==> src/hdl/nfh_pkg.sv <==
// Shared constants and types for the flash host port controller
package nfh_pkg;
  // Register byte offsets on the Wishbone slave
  localparam logic [7:0] OFS_OP = 8'h00;
  localparam logic [7:0] OFS_COL = 8'h04;
  localparam logic [7:0] OFS_ROW = 8'h08;
  localparam logic [7:0] OFS_CFG = 8'h0C;
  localparam logic [7:0] OFS_STATUS = 8'h10;
  // OP register fields
  localparam int OP_BYTE_LSB = 0;
  localparam int OP_KIND_LSB = 8;
  // CFG register fields and reset values
  localparam int CFG_CE_BIT = 0;
  localparam int CFG_WP_BIT = 1;
  localparam logic CFG_CE_RST = 1'b0;
  localparam logic CFG_WP_RST = 1'b0;
  // STATUS register fields
  localparam int ST_ENGINE_BIT = 0;
  localparam int ST_READY_BIT = 1;
  localparam int ST_REFUSED_BIT = 2;
  localparam int ST_OWED_BIT = 3;
  localparam int ST_DATA_LSB = 8;
  // Operation kinds written to OP
  localparam logic [2:0] KIND_CMD = 3'h0;
  localparam logic [2:0] KIND_ADDR = 3'h1;
  localparam logic [2:0] KIND_DIN = 3'h2;
  localparam logic [2:0] KIND_DOUT = 3'h3;
  localparam logic [2:0] KIND_ADDR5 = 3'h4;
  localparam logic [2:0] KIND_ADDR2 = 3'h5;
  // Address layout
  localparam int COL_W = 12;
  localparam int ROW_W = 17;
  // Command codes the controller must track
  localparam logic [7:0] CMD_STATUS = 8'h70;
  localparam logic [7:0] CMD_STATUS_MULTI = 8'h71;
  localparam logic [7:0] CMD_RESET = 8'hFF;
  localparam logic [7:0] CMD_MULTI_LEAD = 8'h81;
  localparam logic [7:0] CMD_CACHE_CONFIRM = 8'h15;
  localparam logic [7:0] CMD_PROG_CONFIRM = 8'h10;
  // Pin timing in ns and derived cycles at clk_sys
  localparam int CLK_MHZ = 200;
  localparam int T_PULSE_NS = 12;
  localparam int T_HIGH_NS = 10;
  localparam int T_REA_NS = 20;
  localparam int T_WB_NS = 100;
  localparam int SYNC_LAG = 3;
  localparam int PULSE_CYC = (T_PULSE_NS * CLK_MHZ + 999) / 1000;
  localparam int HIGH_CYC = (T_HIGH_NS * CLK_MHZ + 999) / 1000;
  localparam int RD_LOW_CYC = (T_REA_NS * CLK_MHZ + 999) / 1000 + SYNC_LAG;
  localparam int GAP_CYC = (T_WB_NS * CLK_MHZ + 999) / 1000;
  typedef enum logic [2:0] {ST_IDLE, ST_WAIT_RDY, ST_LOW, ST_HIGH, ST_GAP} nfh_state_t;
endpackage

==> src/hdl/nfh_sync.sv <==
// Two-stage synchroniser for pin inputs
`timescale 1ns/1ps
`default_nettype none
module nfh_sync #(
  parameter int WIDTH = 9
) (
  input wire logic clk_sys,
  input wire logic rstn,
  input wire logic [WIDTH-1:0] pin_in,
  output logic [WIDTH-1:0] sync_out
);
  logic [WIDTH-1:0] meta_ff;
  logic [WIDTH-1:0] sync_ff;
  if (WIDTH < 1) begin : g_bad_width
    $error("nfh_sync WIDTH must be at least 1");
  end
  always_ff @(posedge clk_sys or negedge rstn) begin
    if (!rstn) begin
      meta_ff <= '0;
      sync_ff <= '0;
    end else begin
      meta_ff <= pin_in;
      sync_ff <= meta_ff;
    end
  end
  assign sync_out = sync_ff;
endmodule // nfh_sync
`default_nettype wire

==> src/hdl/nfh_timer.sv <==
// Loadable down-counter for strobe phase timing
`timescale 1ns/1ps
`default_nettype none
module nfh_timer #(
  parameter int WIDTH = 8
) (
  input wire logic clk_sys,
  input wire logic rstn,
  input wire logic load,
  input wire logic [WIDTH-1:0] load_val,
  output logic done
);
  logic [WIDTH-1:0] cnt_ff;
  // The longest phase count must fit
  if (WIDTH < 5) begin : g_bad_width
    $error("nfh_timer WIDTH too small for phase counts");
  end
  always_ff @(posedge clk_sys or negedge rstn) begin
    if (!rstn) begin
      cnt_ff <= '0;
    end else if (load) begin
      cnt_ff <= load_val;
    end else if (cnt_ff != '0) begin
      cnt_ff <= cnt_ff - 1'b1;
    end
  end
  assign done = (cnt_ff == '0);
endmodule // nfh_timer
`default_nettype wire

==> src/hdl/nfh_ctrl.sv <==
// Host controller driving a NAND flash port, with Wishbone registers
// Overview of operation
// Command byte is latched on write strobe rise with command latch high.
// Address byte is latched on write strobe rise with address latch high.
// Device enters standby when chip select rises while ready.
// Device ignores chip select rise while busy.
// Device presents next byte and bumps column on output strobe fall.
// Program lock low inhibits device programming and erasing.
// Device pulls busy line low during program, erase and read.
// Page is 2048 main plus 128 spare bytes, programmed whole.
// Array is 2048 blocks of 64 pages, erased whole.
// Address is five cycles: 12-bit column then 17-bit row.
// Upper eleven row bits are block, lower six are page.
// Cycle type chosen by latch levels; data-in needs program lock high.
// While device busy, write and output strobes stay high; the controller pulses them for status and reset commands and status reads.
// Device takes only status and reset commands while busy.
// Device decodes read, column change and cached read commands.
// Device decodes program, cache program and input column change.
// Device decodes page copy read and page copy programs.
// Device decodes erase and identification read commands.
// Cached multi-page program should end with 81h then 10h.
// After 81h then 15h, poll status then issue reset before next operation.
// Device drives bus only while output strobe is low.
// Device preloads read setup at power-on.
// Wait for ready before commands not accepted while busy.
//
// The address map and the Wishbone slave port are this design's own decisions.
`timescale 1ns/1ps
`default_nettype none
module nfh_ctrl (
  input wire logic clk_sys,
  input wire logic rstn,
  input wire logic wb_cyc_i,
  input wire logic wb_stb_i,
  input wire logic wb_we_i,
  input wire logic [7:0] wb_adr_i,
  input wire logic [3:0] wb_sel_i,
  input wire logic [31:0] wb_dat_i,
  output logic [31:0] wb_dat_o,
  output logic wb_ack_o,
  output logic chip_sel_n,
  output logic cmd_latch,
  output logic addr_latch,
  output logic write_strobe_n,
  output logic output_strobe_n,
  output logic prog_lock_n,
  input wire logic busy_flag_n,
  input wire logic [7:0] shared_bus_i,
  output logic [7:0] shared_bus_o,
  output logic shared_bus_oe
);
  logic wb_ack_ff;
  logic [31:0] op_ff, col_ff, row_ff, cfg_ff;
  logic op_go_ff, refused_ff, owed_ff, status_mode_ff;
  logic [7:0] prev_cmd_ff, rd_data_ff;
  logic [2:0] idx_ff;
  nfh_pkg::nfh_state_t state_ff, nxt_state;
  logic ce_n_ff, cle_ff, ale_ff, we_n_ff, re_n_ff, oe_ff, lock_n_ff;
  logic [7:0] bus_o_ff;
  logic [8:0] pins_s;
  logic tdone;
  logic [7:0] tval;

  function automatic logic [31:0] merge(input logic [31:0] old, input logic [31:0] nw, input logic [3:0] sel);
    for (int i = 0; i < 4; i++) begin
      if (sel[i]) begin
        old[8*i +: 8] = nw[8*i +: 8];
      end
    end
    return old;
  endfunction

  function automatic logic busy_ok(input logic [7:0] b);
    return (b == nfh_pkg::CMD_STATUS) || (b == nfh_pkg::CMD_STATUS_MULTI) || (b == nfh_pkg::CMD_RESET);
  endfunction

  // Wishbone decode; ack one cycle after the strobe
  wire wb_hit = wb_cyc_i & wb_stb_i & ~wb_ack_ff;
  wire wb_wr = wb_hit & wb_we_i;
  wire engine_busy = (state_ff != nfh_pkg::ST_IDLE) | op_go_ff;
  // OP writes while an operation runs are dropped
  wire wr_op = wb_wr & (wb_adr_i == nfh_pkg::OFS_OP) & ~engine_busy;
  wire wr_col = wb_wr & (wb_adr_i == nfh_pkg::OFS_COL);
  wire wr_row = wb_wr & (wb_adr_i == nfh_pkg::OFS_ROW);
  wire wr_cfg = wb_wr & (wb_adr_i == nfh_pkg::OFS_CFG);

  wire [7:0] op_byte = op_ff[nfh_pkg::OP_BYTE_LSB +: 8];
  wire [2:0] op_kind = op_ff[nfh_pkg::OP_KIND_LSB +: 3];
  wire [nfh_pkg::COL_W-1:0] col = col_ff[nfh_pkg::COL_W-1:0];
  wire [nfh_pkg::ROW_W-1:0] row = row_ff[nfh_pkg::ROW_W-1:0];
  wire cfg_ce = cfg_ff[nfh_pkg::CFG_CE_BIT];
  wire cfg_wp = cfg_ff[nfh_pkg::CFG_WP_BIT];
  wire ready_s = pins_s[8];
  wire [7:0] bus_s = pins_s[7:0];

  wire k_cmd = op_kind == nfh_pkg::KIND_CMD;
  wire k_dout = op_kind == nfh_pkg::KIND_DOUT;
  wire k_din = op_kind == nfh_pkg::KIND_DIN;
  wire k_addr = (op_kind == nfh_pkg::KIND_ADDR) | (op_kind == nfh_pkg::KIND_ADDR5) | (op_kind == nfh_pkg::KIND_ADDR2);
  wire [2:0] op_len = (op_kind == nfh_pkg::KIND_ADDR5) ? 3'h5 : (op_kind == nfh_pkg::KIND_ADDR2) ? 3'h2 : 3'h1;
  wire bypass = (k_cmd & busy_ok(op_byte)) | (k_dout & status_mode_ff);
  // Data-in refused with program lock low
  wire refuse_lock = k_din & ~cfg_wp;
  // Reset owed blocks other operations
  wire refuse_owed = owed_ff & ~bypass;
  wire refuse = refuse_lock | refuse_owed | (op_kind > nfh_pkg::KIND_ADDR2);

  // Column then row over five cycles
  wire [7:0] addr_byte = (idx_ff == 3'h0) ? col[7:0] :
                         (idx_ff == 3'h1) ? {4'h0, col[11:8]} :
                         (idx_ff == 3'h2) ? row[7:0] :
                         (idx_ff == 3'h3) ? row[15:8] : {7'h00, row[16]};
  wire [7:0] out_byte = (op_kind == nfh_pkg::KIND_ADDR) ? op_byte : k_addr ? addr_byte : op_byte;
  wire last_beat = (idx_ff == op_len - 3'h1);

  always_comb begin
    nxt_state = state_ff;
    case (state_ff)
      nfh_pkg::ST_IDLE: begin
        if (op_go_ff && !refuse) begin
          nxt_state = nfh_pkg::ST_WAIT_RDY;
        end
      end
      // Hold until ready unless allowed while busy
      nfh_pkg::ST_WAIT_RDY: begin
        if (ready_s || bypass) begin
          nxt_state = nfh_pkg::ST_LOW;
        end
      end
      nfh_pkg::ST_LOW: begin
        if (tdone) begin
          nxt_state = nfh_pkg::ST_HIGH;
        end
      end
      nfh_pkg::ST_HIGH: begin
        if (tdone) begin
          nxt_state = !last_beat ? nfh_pkg::ST_LOW : k_cmd ? nfh_pkg::ST_GAP : nfh_pkg::ST_IDLE;
        end
      end
      nfh_pkg::ST_GAP: begin
        if (tdone) begin
          nxt_state = nfh_pkg::ST_IDLE;
        end
      end
      default: nxt_state = nfh_pkg::ST_IDLE;
    endcase
  end

  // Gap after a command covers the busy onset delay
  assign tval = (nxt_state == nfh_pkg::ST_LOW) ? 8'(k_dout ? nfh_pkg::RD_LOW_CYC - 1 : nfh_pkg::PULSE_CYC - 1) :
                (nxt_state == nfh_pkg::ST_HIGH) ? 8'(nfh_pkg::HIGH_CYC - 1) :
                (nxt_state == nfh_pkg::ST_GAP) ? 8'(nfh_pkg::GAP_CYC - 1) : 8'h00;
  wire tload = nxt_state != state_ff;
  wire cmd_done = (state_ff == nfh_pkg::ST_HIGH) & tdone & k_cmd;

  nfh_timer #(.WIDTH(8)) u_timer (
    .clk_sys(clk_sys),
    .rstn(rstn),
    .load(tload),
    .load_val(tval),
    .done(tdone)
  );

  nfh_sync #(.WIDTH(9)) u_sync (
    .clk_sys(clk_sys),
    .rstn(rstn),
    .pin_in({busy_flag_n, shared_bus_i}),
    .sync_out(pins_s)
  );

  always_ff @(posedge clk_sys or negedge rstn) begin
    if (!rstn) begin
      wb_ack_ff <= 1'b0;
      op_ff <= 32'h0000_0000;
      col_ff <= 32'h0000_0000;
      row_ff <= 32'h0000_0000;
      cfg_ff <= {30'h0, nfh_pkg::CFG_WP_RST, nfh_pkg::CFG_CE_RST};
      op_go_ff <= 1'b0;
    end else begin
      wb_ack_ff <= wb_hit;
      op_go_ff <= wr_op;
      if (wr_op) op_ff <= merge(op_ff, wb_dat_i, wb_sel_i);
      if (wr_col) col_ff <= merge(col_ff, wb_dat_i, wb_sel_i);
      if (wr_row) row_ff <= merge(row_ff, wb_dat_i, wb_sel_i);
      if (wr_cfg) cfg_ff <= merge(cfg_ff, wb_dat_i, wb_sel_i);
    end
  end

  always_ff @(posedge clk_sys or negedge rstn) begin
    if (!rstn) begin
      state_ff <= nfh_pkg::ST_IDLE;
      idx_ff <= 3'h0;
      refused_ff <= 1'b0;
      rd_data_ff <= 8'h00;
    end else begin
      state_ff <= nxt_state;
      if (state_ff == nfh_pkg::ST_IDLE) idx_ff <= 3'h0;
      else if (state_ff == nfh_pkg::ST_HIGH && nxt_state == nfh_pkg::ST_LOW) idx_ff <= idx_ff + 3'h1;
      if (op_go_ff) refused_ff <= refuse;
      if (state_ff == nfh_pkg::ST_LOW && tdone && k_dout) rd_data_ff <= bus_s;
    end
  end

  // Track the multi-page confirm pair
  always_ff @(posedge clk_sys or negedge rstn) begin
    if (!rstn) begin
      prev_cmd_ff <= 8'h00;
      owed_ff <= 1'b0;
      status_mode_ff <= 1'b0;
    end else if (cmd_done) begin
      prev_cmd_ff <= op_byte;
      status_mode_ff <= (op_byte == nfh_pkg::CMD_STATUS) | (op_byte == nfh_pkg::CMD_STATUS_MULTI);
      // Reset owed after 81h-15h
      if (op_byte == nfh_pkg::CMD_RESET) owed_ff <= 1'b0;
      else if (op_byte == nfh_pkg::CMD_CACHE_CONFIRM && prev_cmd_ff == nfh_pkg::CMD_MULTI_LEAD) owed_ff <= 1'b1;
    end
  end

  // Pins from flops; latches are set at least one cycle before the strobe falls
  wire act = (state_ff == nfh_pkg::ST_WAIT_RDY) | (state_ff == nfh_pkg::ST_LOW) | (state_ff == nfh_pkg::ST_HIGH);
  always_ff @(posedge clk_sys or negedge rstn) begin
    if (!rstn) begin
      ce_n_ff <= 1'b1;
      cle_ff <= 1'b0;
      ale_ff <= 1'b0;
      we_n_ff <= 1'b1;
      re_n_ff <= 1'b1;
      oe_ff <= 1'b0;
      lock_n_ff <= 1'b0;
      bus_o_ff <= 8'h00;
    end else begin
      ce_n_ff <= ~(cfg_ce | (state_ff != nfh_pkg::ST_IDLE));
      // Command latch level
      cle_ff <= act & k_cmd;
      // Address latch level
      ale_ff <= act & k_addr;
      // Strobes only pulse in the low phase
      we_n_ff <= ~((state_ff == nfh_pkg::ST_LOW) & ~k_dout);
      re_n_ff <= ~((state_ff == nfh_pkg::ST_LOW) & k_dout);
      oe_ff <= act & ~k_dout;
      lock_n_ff <= cfg_wp;
      bus_o_ff <= out_byte;
    end
  end

  assign chip_sel_n = ce_n_ff;
  assign cmd_latch = cle_ff;
  assign addr_latch = ale_ff;
  assign write_strobe_n = we_n_ff;
  assign output_strobe_n = re_n_ff;
  assign prog_lock_n = lock_n_ff;
  assign shared_bus_o = bus_o_ff;
  assign shared_bus_oe = oe_ff;
  assign wb_ack_o = wb_ack_ff;

  logic [31:0] rd_mux;
  assign rd_mux = (wb_adr_i == nfh_pkg::OFS_OP) ? op_ff :
                  (wb_adr_i == nfh_pkg::OFS_COL) ? col_ff :
                  (wb_adr_i == nfh_pkg::OFS_ROW) ? row_ff :
                  (wb_adr_i == nfh_pkg::OFS_CFG) ? cfg_ff :
                  (wb_adr_i == nfh_pkg::OFS_STATUS) ? {16'h0000, rd_data_ff, 4'h0, owed_ff, refused_ff, ready_s,
                  engine_busy} : 32'h0000_0000;
  always_ff @(posedge clk_sys or negedge rstn) begin
    if (!rstn) wb_dat_o <= 32'h0000_0000;
    else if (wb_hit) wb_dat_o <= rd_mux;
  end

  // Helper: write strobe rises counted per operation
  logic [2:0] we_rises_ff;
  always_ff @(posedge clk_sys or negedge rstn) begin
    if (!rstn) we_rises_ff <= 3'h0;
    else if (op_go_ff) we_rises_ff <= 3'h0;
    else if (!we_n_ff && state_ff != nfh_pkg::ST_LOW) we_rises_ff <= we_rises_ff + 3'h1;
  end
endmodule // nfh_ctrl
`default_nettype wire

==> config.mk <==
export PLATFORM = sky130hd
export DESIGN_NAME = nfh_ctrl
export DESIGN_NICKNAME = d
export VERILOG_FILES = /design/src/hdl/nfh_pkg.sv /design/src/hdl/nfh_sync.sv /design/src/hdl/nfh_timer.sv /design/src/hdl/nfh_ctrl.sv
export SDC_FILE = /design/constraint.sdc
export NUM_CORES = 1
export LEC_CHECK = 0
export BUFFER_PORTS_ARGS = -buffer_cell sky130_fd_sc_hd__clkbuf_2
export CORE_ASPECT_RATIO = 1.75
export CORE_MARGIN = 3
export CORE_UTILIZATION = 35
export CTS_CLUSTER_DIAMETER = 120
export DETAILED_ROUTE_END_ITERATION = 10
export MAX_ROUTING_LAYER = met4
export SETUP_SLACK_MARGIN = 0.1
export SLEW_MARGIN = 20
export SYNTH_ARGS = -nofsm -noshare
export SYNTH_HDL_FRONTEND = slang
export SYNTH_HIERARCHICAL = 1
export SYNTH_SLANG_ARGS = --single-unit
==> constraint.sdc <==
create_clock -name clk_sys -period 6.07 [get_ports clk_sys]
set_clock_uncertainty 0.05 [all_clocks]
set_input_delay 0 -clock clk_sys [delete_from_list [all_inputs] [get_ports clk_sys]]
set_output_delay 0 -clock clk_sys [all_outputs]
set_load 0.01 [all_outputs]
==> Word level (Yosys, flattened, before mapping) <==
Cells that the tools add are included.
{ "totals": {"reg_bits": 228, "inputBits": 58} }
{ "op_classes": {"addsub": 3, "magnitude_cmp": 1, "eq_ne": 26, "n_mux": 31, "n_bitwise": 37, "reduce_logical": 36} }
{ "ops": {"columns": ["op", "n"], "rows": [
  ["two-way mux 32 bit", 4],
  ["two-way mux 8 bit", 8],
  ["AND reduction 2 bit", 17],
  ["two-way mux 3 bit", 11],
  ["equality test 3 x 2 -> 1 bit (second input constant)", 8],
  ["bitwise AND 1 bit", 19],
  ["equality test 8 x 4 -> 1 bit (second input constant)", 2],
  ["equality test 8 x 5 -> 1 bit (second input constant)", 2],
  ["equality test 8 x 7 -> 1 bit (second input constant)", 2],
  ["equality test 8 bit (second input constant)", 2],
  ["logical NOT 8 bit", 2],
  ["two-way mux 16 bit", 1],
  ["two-way mux 5 bit", 3],
  ["one-hot mux 3 bit (5 select lines)", 1],
  ["equality test 3 bit (second input constant)", 4],
  ["bitwise OR 1 bit", 10],
  ["equality test 3 x 1 -> 1 bit (second input constant)", 3],
  ["logical NOT 3 bit", 3],
  ["equality test 8 x 3 -> 1 bit (second input constant)", 1],
  ["NOT 1 bit", 8],
  ["nonzero test 8 bit", 1],
  ["subtractor 8 x 1 -> 8 bit (second input constant)", 1],
  ["nonzero test 2 bit", 3],
  ["logical AND 1 bit", 5],
  ["other kinds (10)", 13]
]} }

==> Longest topological paths before layout <==
Gate-level depths: netlist (run 1).
{ "logic_depth": {"ltp_word": 18, "ltp_mapped": 13, "depth_no_buf": 12} }

==> By module <==
Netlist (run 1), hierarchy kept.
{ "by_module_without_submodules": {"columns": ["mod", "instances", "cells_each", "area_per_inst_um2", "seq_area_each_um2"], "rows": [
  ["nfh_ctrl", 1, 689, 9087.5, 5058.6],
  ["nfh_timer", 1, 54, 476.7, 200.2],
  ["nfh_sync", 1, 18, 450.4, 450.4]
]} }

==> Worst setup path after synthesis (run 1) <==
OpenSTA, ideal clock, no wires.
{ "synth_path": {"kind": "flip-flop to flip-flop", "start": "register u_timer.cnt_ff[0]", "end": "register u_timer.cnt_ff[4]", "setup_ns": 0.079, "arrival_ns": 2.840, "required_ns": 5.941, "slack_ns": 3.101, "stages_incl_launch_ff": 14, "path_buffers": 2, "period_less_slack_ns": 2.969, "path_cell_list": "dfrtp_1 inv_1 ha_1 or3b_1 clkbuf_2 nor2_1 xor2_1 nand2b_1 o21a_1 and3b_1 nor3_1 dlygate4sd1_1 a21oi_1 a2bb2oi_1"} }
{ "synth_via": {"elab_cells_between_ends": 17, "classes_between": "add/sub: 1; eq/ne: 4; mux: 9; reduce/logical: 3"} }
{ "synth_lines": {"columns": ["element", "line_no", "text"], "rows": [
  ["from (decl)", "nfh_timer.sv:13", "logic [WIDTH-1:0] cnt_ff;"],
  ["from (signal assigned)", "nfh_timer.sv:22", "cnt_ff <= load_val;"],
  ["from (signal assigned)", "nfh_timer.sv:24", "cnt_ff <= cnt_ff - 1'b1;"],
  ["logical NOT 8 bit (*)", "nfh_timer.sv:27", "assign done = (cnt_ff == '0);"],
  ["via tdone", "nfh_ctrl.sv:61", "logic tdone;"],
  ["two-way mux 3 bit (on tied branches)", "nfh_ctrl.sv:141, nfh_ctrl.sv:131, nfh_ctrl.sv:136", null],
  ["one-hot mux 3 bit (5 select lines) (*)", "nfh_ctrl.sv:118", "case (state_ff)"],
  ["inequality test 3 bit (*)", "nfh_ctrl.sv:153", "wire tload = nxt_state != state_ff;"],
  ["via tload", "nfh_ctrl.sv:153", null],
  ["two-way mux 8 bit / nonzero test 2 bit (equally long branches)", null, null]
]} }
The timed path passes the listed nets; every way through them passes the cells marked *. The select of a mux whose other input is x is not followed.
A chain may end at the register's enable or synchronous reset.

==> Final worst setup path (run 1) <==
{ "layout_path": {"start": "register u_timer.cnt_ff[0]", "end": "register u_timer.cnt_ff[5]"} }
The elaborated chain is that of the path after synthesis.

==> results of run 1 <==
worst max-delay path by stage:
stage	start	slack (ns)	to	depth (start not counted)
3_3_place_gp	u_timer/cnt_ff[0]$_DFFE_PN0P_	3.04	u_timer/cnt_ff[6]$_DFFE_PN0P_	13
2_1_floorplan	u_timer/cnt_ff[0]$_DFFE_PN0P_	3.10	u_timer/cnt_ff[4]$_DFFE_PN0P_	13
5_1_grt	u_timer/cnt_ff[0]$_DFFE_PN0P_	2.60	u_timer/cnt_ff[5]$_DFFE_PN0P_	13
4_1_cts	u_timer/cnt_ff[0]$_DFFE_PN0P_	2.88	u_timer/cnt_ff[5]$_DFFE_PN0P_	12
6_report	u_timer/cnt_ff[0]$_DFFE_PN0P_	2.90	u_timer/cnt_ff[5]$_DFFE_PN0P_	12
3_5_place_dp	u_timer/cnt_ff[0]$_DFFE_PN0P_	2.89	u_timer/cnt_ff[5]$_DFFE_PN0P_	12
logic make-up (layout without fill, tap and decap cells):
| group | count (synthesis) | count (layout) | synth area share |
|---|---|---|---|
| xor+xnor | 3 | 3 | 0.00262 |
| flops | 228 | 228 | 0.570 |
| simple gates | 215 | 215 | 0.110 |
| fa+ha+maj | 6 | 6 | 0.00750 |
| other cells | 1 | 4 | 0.000374 |
| mux | 181 | 181 | 0.239 |
| compound gates | 84 | 84 | 0.0521 |
| buf+inv | 43 | 205 | 0.0184 |
layout by cell type, fill, tap and decap left out, types with 8 or more instances in the layout:
cell type | synthesis | layout
dfrtp_1 | 225 | 225
mux2_2 | 134 | 134
clkbuf_2 | 1 | 104
nand2_1 | 84 | 84
dlygate4sd3_1 | 0 | 44
nand3_1 | 34 | 34
mux4_2 | 32 | 32
nor2_1 | 31 | 31
o21ai_0 | 26 | 26
clkbuf_16 | 0 | 23
a21oi_1 | 20 | 20
nand2_2 | 12 | 12
mux2_1 | 12 | 12
a22oi_1 | 11 | 11
inv_1 | 8 | 8
nor3_1 | 8 | 8
final cells by class:
| type | instances | area [sq um] |
|---|---|---|
| fill | 2630 | 15900 |
| sequential | 228 | 5710 |
| multi-input combinational | 493 | 4130 |
| timing repair buffer | 157 | 1070 |
| clock buffer | 34 | 667 |
| tap | 373 | 467 |
| clock inverter | 6 | 109 |
| inverter | 8 | 30.0 |
metrics by stage:
stage          std cells  total power, mW  worst slack, ns  area, sq um   util
4_1_cts             1299             3.36             2.88        12200  0.434
3_5_place_dp        1214             1.84             2.89        10900  0.390
2_1_floorplan        764             1.73             3.10        10000      -
6_report            1299             3.31             2.90        12200  0.434
5_1_grt             1299             3.45             2.60        12200  0.434
3_3_place_gp        1214             1.84             3.04        10900  0.390
power groups by stage:
stage	clock (mW)	sequential (mW)	combinational, mW
after CTS	1.52	1.60	0.237
after detailed placement	0	1.63	0.210
after global placement	0	1.63	0.207
after floorplan	0	1.62	0.114
final	1.48	1.61	0.231
after global routing	1.58	1.61	0.257
flip-flops by register name, summed over array words and instances, names as in the netlist, 3 cells and up:
name,count
cfg_ff,32
shared_bus_o,8
idx_ff,3
col_ff,32
wb_dat_o,32
state_ff,3
prev_cmd_ff,8
rd_data_ff,8
u_sync/meta_ff,9
u_timer/cnt_ff,8
u_sync/sync_out,9
op_ff,32
row_ff,32
layer usage:
metal	track usage	up-vias	share of wire
li1	-	3057	-
met1	0.195	3304	0.39
met2	0.315	138	0.56
met3	0.0210	36	0.035
met4	0.0531	0	0.024
met5	-	-	0
worst min-delay path: cells and delay by family:
family	cells	cell delay, ns
buffers and inverters	2	0.33
AND/OR/NAND/NOR	3	0.21
==> reports/results.ini, run 1 <==
[placed_design]
globalplace.congestion=0.885
port_buffers=105
dp_hpwl_mm=17.3

[yosys]
ys.flop_type=dfrtp_1
ys_types=57
ys_ff_latch=228
syn_avg_cell_area_sq_um=13.2
synthTopCellsByArea=dfrtp_1 56%, mux2_2 15%, mux4_2 7.2%, nand2_1 3.1%, nand3_1 1.7%
ys_seq_area_frac=0.570
synth_top_area_share=0.562
synth_most_common_cell=dfrtp_1
synth_area_sq_um=10000
ys_warn_count=6
synth_top_area_cell=dfrtp_1
async_flop_share=1.00
synthCells=761
synth_edf_count=0
synth_common_cells=225 x dfrtp_1, 134 x mux2_2, 84 x nand2_1

[critical_path]
cp-start-kind=flop
r2r_cells=12
cp-end-kind=flop
crit_path_cell_trace=inv_1 -> ha_1 -> or3b_1 -> nor2_1 -> xor2_1 -> nand2b_1 -> o21a_1 -> and3b_1 -> nor3_1 -> buf_4 -> inv_1 -> a221oi_1
arrival_ns=3.54
cp_num_buf_inv=3
cp.required_ns=6.43
reg2reg_to=u_timer/cnt_ff[5]$_DFFE_PN0P_
r2r_setup_slack_ns=2.90
cp_slowest_cell=or3b_1
slowest_delay_ns=0.48
worstReg2RegStart=u_timer/cnt_ff[0]$_DFFE_PN0P_
path_max_fanout=13
crit_top_cell=inv_1
worst-setup-path-type=flop to flop
critical_path.top_delay_family=simple AND/OR/NAND/NOR gates

[cts]
clockBufferDepth=3
clkTransAtPathRegs_ns=0.06
cts-hold-fix-buffers=45
tritoncts=yes
cts_buffers=23
post-cts-setup-buffers=0
htreeDepth=1
clk_latency_ns=0.53
cts.sinks=228
cts_resized=0
clock_tree.root_cell=clkbuf_16

[sta]
grt_setup_unrepaired=false
fin_setup_tns_ns=0
setup_viol=0
period_minus_slack_ns=3.17
finalHoldViolCount=0
drv_slew=0
max_freq_mhz=315
hold_ws_ns=0.0133
tightest_slew_ns=0.985
fin_crit_sh=0.523
slew_headroom=0.343

[cells_and_area]
diodes=0
drive_gt1_frac=0.365
final_nets=975
syn_to_final_growth_pct=21.7

[global_route]
grt_pass1_vias=7141
grt-ovfl-total=0
grtUsageTotal=0.172
grt_start_max_net_pins=172
grt_pass1_wl_mm=40.5
antenna_found_initial=0

[min_path]
holdCritPathClass=input port to flop
min_from=wb_adr_i[0]
holdPathEnd=wb_dat_o[26]$_DFFE_PN0P_
hold_depth=5

[power]
switching_share=0.232
switchingPower_mw=0.768
pwr-share-clk=0.446
p_seq_frac=0.485
combPwrFrac=0.070
p_int_mw=2.54
power_density_nw_per_um2=272
ir_worst_vdd_mv=0.175
p_leak_nw=5.91

[floorplan]
die_x_um=134
die_height_um=230
core_sq_um=28100
start_util=0.357
die_area_sq_um=30800
placementRows=81
pin_count=106

[detailed_routing]
viasPerCell=5.03
drtPass1Iterations=4
drc=0
num_vias=6535
routed_wl_mm=25.2
drt_iter0_markers=340
final_antenna_net_count=0
wl_per_cell_um=19.4

[status]
status=finished, final reports clean

[flow_run]
maxCapViolCount=0

(Power assumes the default switching activity.)
==> inputs of run 2 (changes only) <==
==> constraint.sdc (replaced) <==
create_clock -name clk_sys -period 2.5 [get_ports clk_sys]
set_clock_uncertainty 0.05 [all_clocks]
set_input_delay 0 -clock clk_sys [delete_from_list [all_inputs] [get_ports clk_sys]]
set_output_delay 0 -clock clk_sys [all_outputs]
set_load 0.01 [all_outputs]
==> run 2 against run 1 <==
Count of clock-buffer cells in the layout decreased by 2. Sequential share of layout area fell by 1.8 points. Routed wire length grew 4.1%. Critical path type unchanged. Highest routed layer unchanged.
==> reports/results.ini, run 2 (same netlist as run 1, synthesis figures left out) <==
[cts]
clockBufferDepth=3
cts_buffers=23
tritoncts=yes
cts.sinks=228
clkTransAtPathRegs_ns=0.06
htreeDepth=1
clk_latency_ns=0.53
clock_tree.root_cell=clkbuf_16

[floorplan]
pin_count=106
die_area_sq_um=30800
placementRows=81
start_util=0.357
die_x_um=134
die_height_um=230
core_sq_um=28100

[critical_path]
cp-end-kind=flop
crit_path_cell_trace=or4_4 -> nor2_4 -> xor2_1 -> nand2b_1 -> o21a_1 -> a311oi_2 -> nor3_4 -> buf_6 -> o31ai_2
worst-setup-path-type=flop to flop
crit_start=u_timer/cnt_ff[7]$_DFFE_PN0P_
cp-start-kind=flop
r2r_cells=9
cp.required_ns=2.88
arrival_ns=2.87
cp_slowest_cell=or4_4
worstReg2RegStart=u_timer/cnt_ff[7]$_DFFE_PN0P_
slowest_delay_ns=0.57
path_max_fanout=9

[cells_and_area]
final_cells=1354
drive_gt1_frac=0.415
mostFrequentLayoutCell=dfrtp_1
diodes=0
syn_to_final_growth_pct=26.5
final_nets=1030
final_util=0.451
layout_common_cells=225 x dfrtp_1, 134 x mux2_2, 104 x clkbuf_2

[power]
p_leak_nw=6.19
finalPower_mw=8.10
ir_worst_vdd_mv=0.391
power_density_nw_per_um2=639

[detailed_routing]
viasPerCell=5.06
routed_wl_mm=26.2
drtPass1Iterations=4
final_antenna_net_count=0
drt_iter0_markers=293
num_vias=6845
drc=0
wl_per_cell_um=19.4

[global_route]
grt-ovfl-total=0
antenna_found_initial=0
grtUsageTotal=0.180
grt_pass1_wl_mm=42.4
grt_pass1_vias=7570
grt_start_max_net_pins=59

[placed_design]
port_buffers=105
globalplace.congestion=0.942
pre_cts_slack_ns=-0.0439
dp_cells=1260
dp_hpwl_mm=18.7

[sta]
finalHoldViolCount=0
slew_headroom=0.464
setup_ws_ns=0.0120
setup_viol=0
fin_crit_sh=0.995
drv_slew=0
grt_setup_unrepaired=true
max_freq_mhz=402
period_minus_slack_ns=2.49
tightest_slew_ns=0.802

[min_path]
min_from=wb_adr_i[3]
hold_depth=3
holdCritPathClass=input port to flop

[status]
status=finished, final reports clean

[flow_run]
maxCapViolCount=0

[run 2: cell types whose count changed in the layout (fill, tap and decap cells not counted), sizes merged]
cell and change:
clkbuf -2, buf +52, bufinv -1, inv +1, clkinv +2, dlygate4sd3 +3
[run 2: area by class of cell]
class / instances / area, sq um
well taps: 373 / 467
flip-flops and latches: 228 / 5710
clock buffers: 32 / 639
repair buffers: 212 / 1510
multi-input cells: 493 / 4210
inverters: 8 / 30.0
clock inverters: 8 / 100
fillers: 2640 / 15400
[run 2: worst paths after layout]
| check | to | slack (ns) |
|---|---|---|
| max in group asynchronous | u_sync/meta_ff[4]$_DFF_PN0_ | 0.37 |
| max reg2reg | u_timer/cnt_ff[1]$_DFFE_PN0P_ | 0.01 |
| min in group asynchronous | wb_dat_o[11]$_DFFE_PN0P_ | 0.48 |
| min | cfg_ff[16]$_DFFE_PN0P_ | 0.01 |
| max | u_timer/cnt_ff[1]$_DFFE_PN0P_ | 0.01 |
| min reg2reg | u_sync/sync_out[0]$_DFF_PN0_ | 0.30 |
[run 2: stage by stage]
| stage | area, sq um | TNS [ns] | hold slack (ns) |
|---|---|---|---|
| after global routing | 12700 | -0.401 | 0.0414 |
| after floorplan | 10000 | -0.310 | -0.346 |
| after global placement | 11300 | 0 | -0.0487 |
| after CTS | 12600 | 0 | 0.00477 |
| final | 12700 | 0 | 0.0142 |
| after detailed placement | 11300 | -0.0721 | -0.0461 |
[run 2: metal layers]
metal | vias up | GRT usage | routed length (um)
li1 | 3172 | - | -
met2 | 129 | 0.330 | 14600
met3 | 45 | 0.0184 | 846
met1 | 3499 | 0.202 | 10000
met5 | - | - | 0
met4 | 0 | 0.0618 | 800
[run 2: power by group]
group | leakage [nW] | switching [mW] | total, mW | internal (mW)
Sequential | 3.11 | 0.0647 | 3.85 | 3.79
Clock | 0.367 | 1.44 | 3.44 | 2.00
Combinational | 2.71 | 0.437 | 0.813 | 0.376
[run 2: critical path, delay by kind of cell, from the launching register on]
| kind | cells | cell delay [ns] |
|---|---|---|
| simple gates | 4 | 0.91 |
| buf+inv | 1 | 0.15 |
| xor+xnor | 1 | 0.15 |
| flops | 1 | 0.38 |
| compound gates | 3 | 0.74 |
[run 2: what timing repair did]
action	CTS	global route
gates resized for setup	11	8
hold endpoints to repair	366	0
endpoints found under the setup margin	8	16
pin swaps	5	7
buffers inserted	7	0
hold buffers	47	0
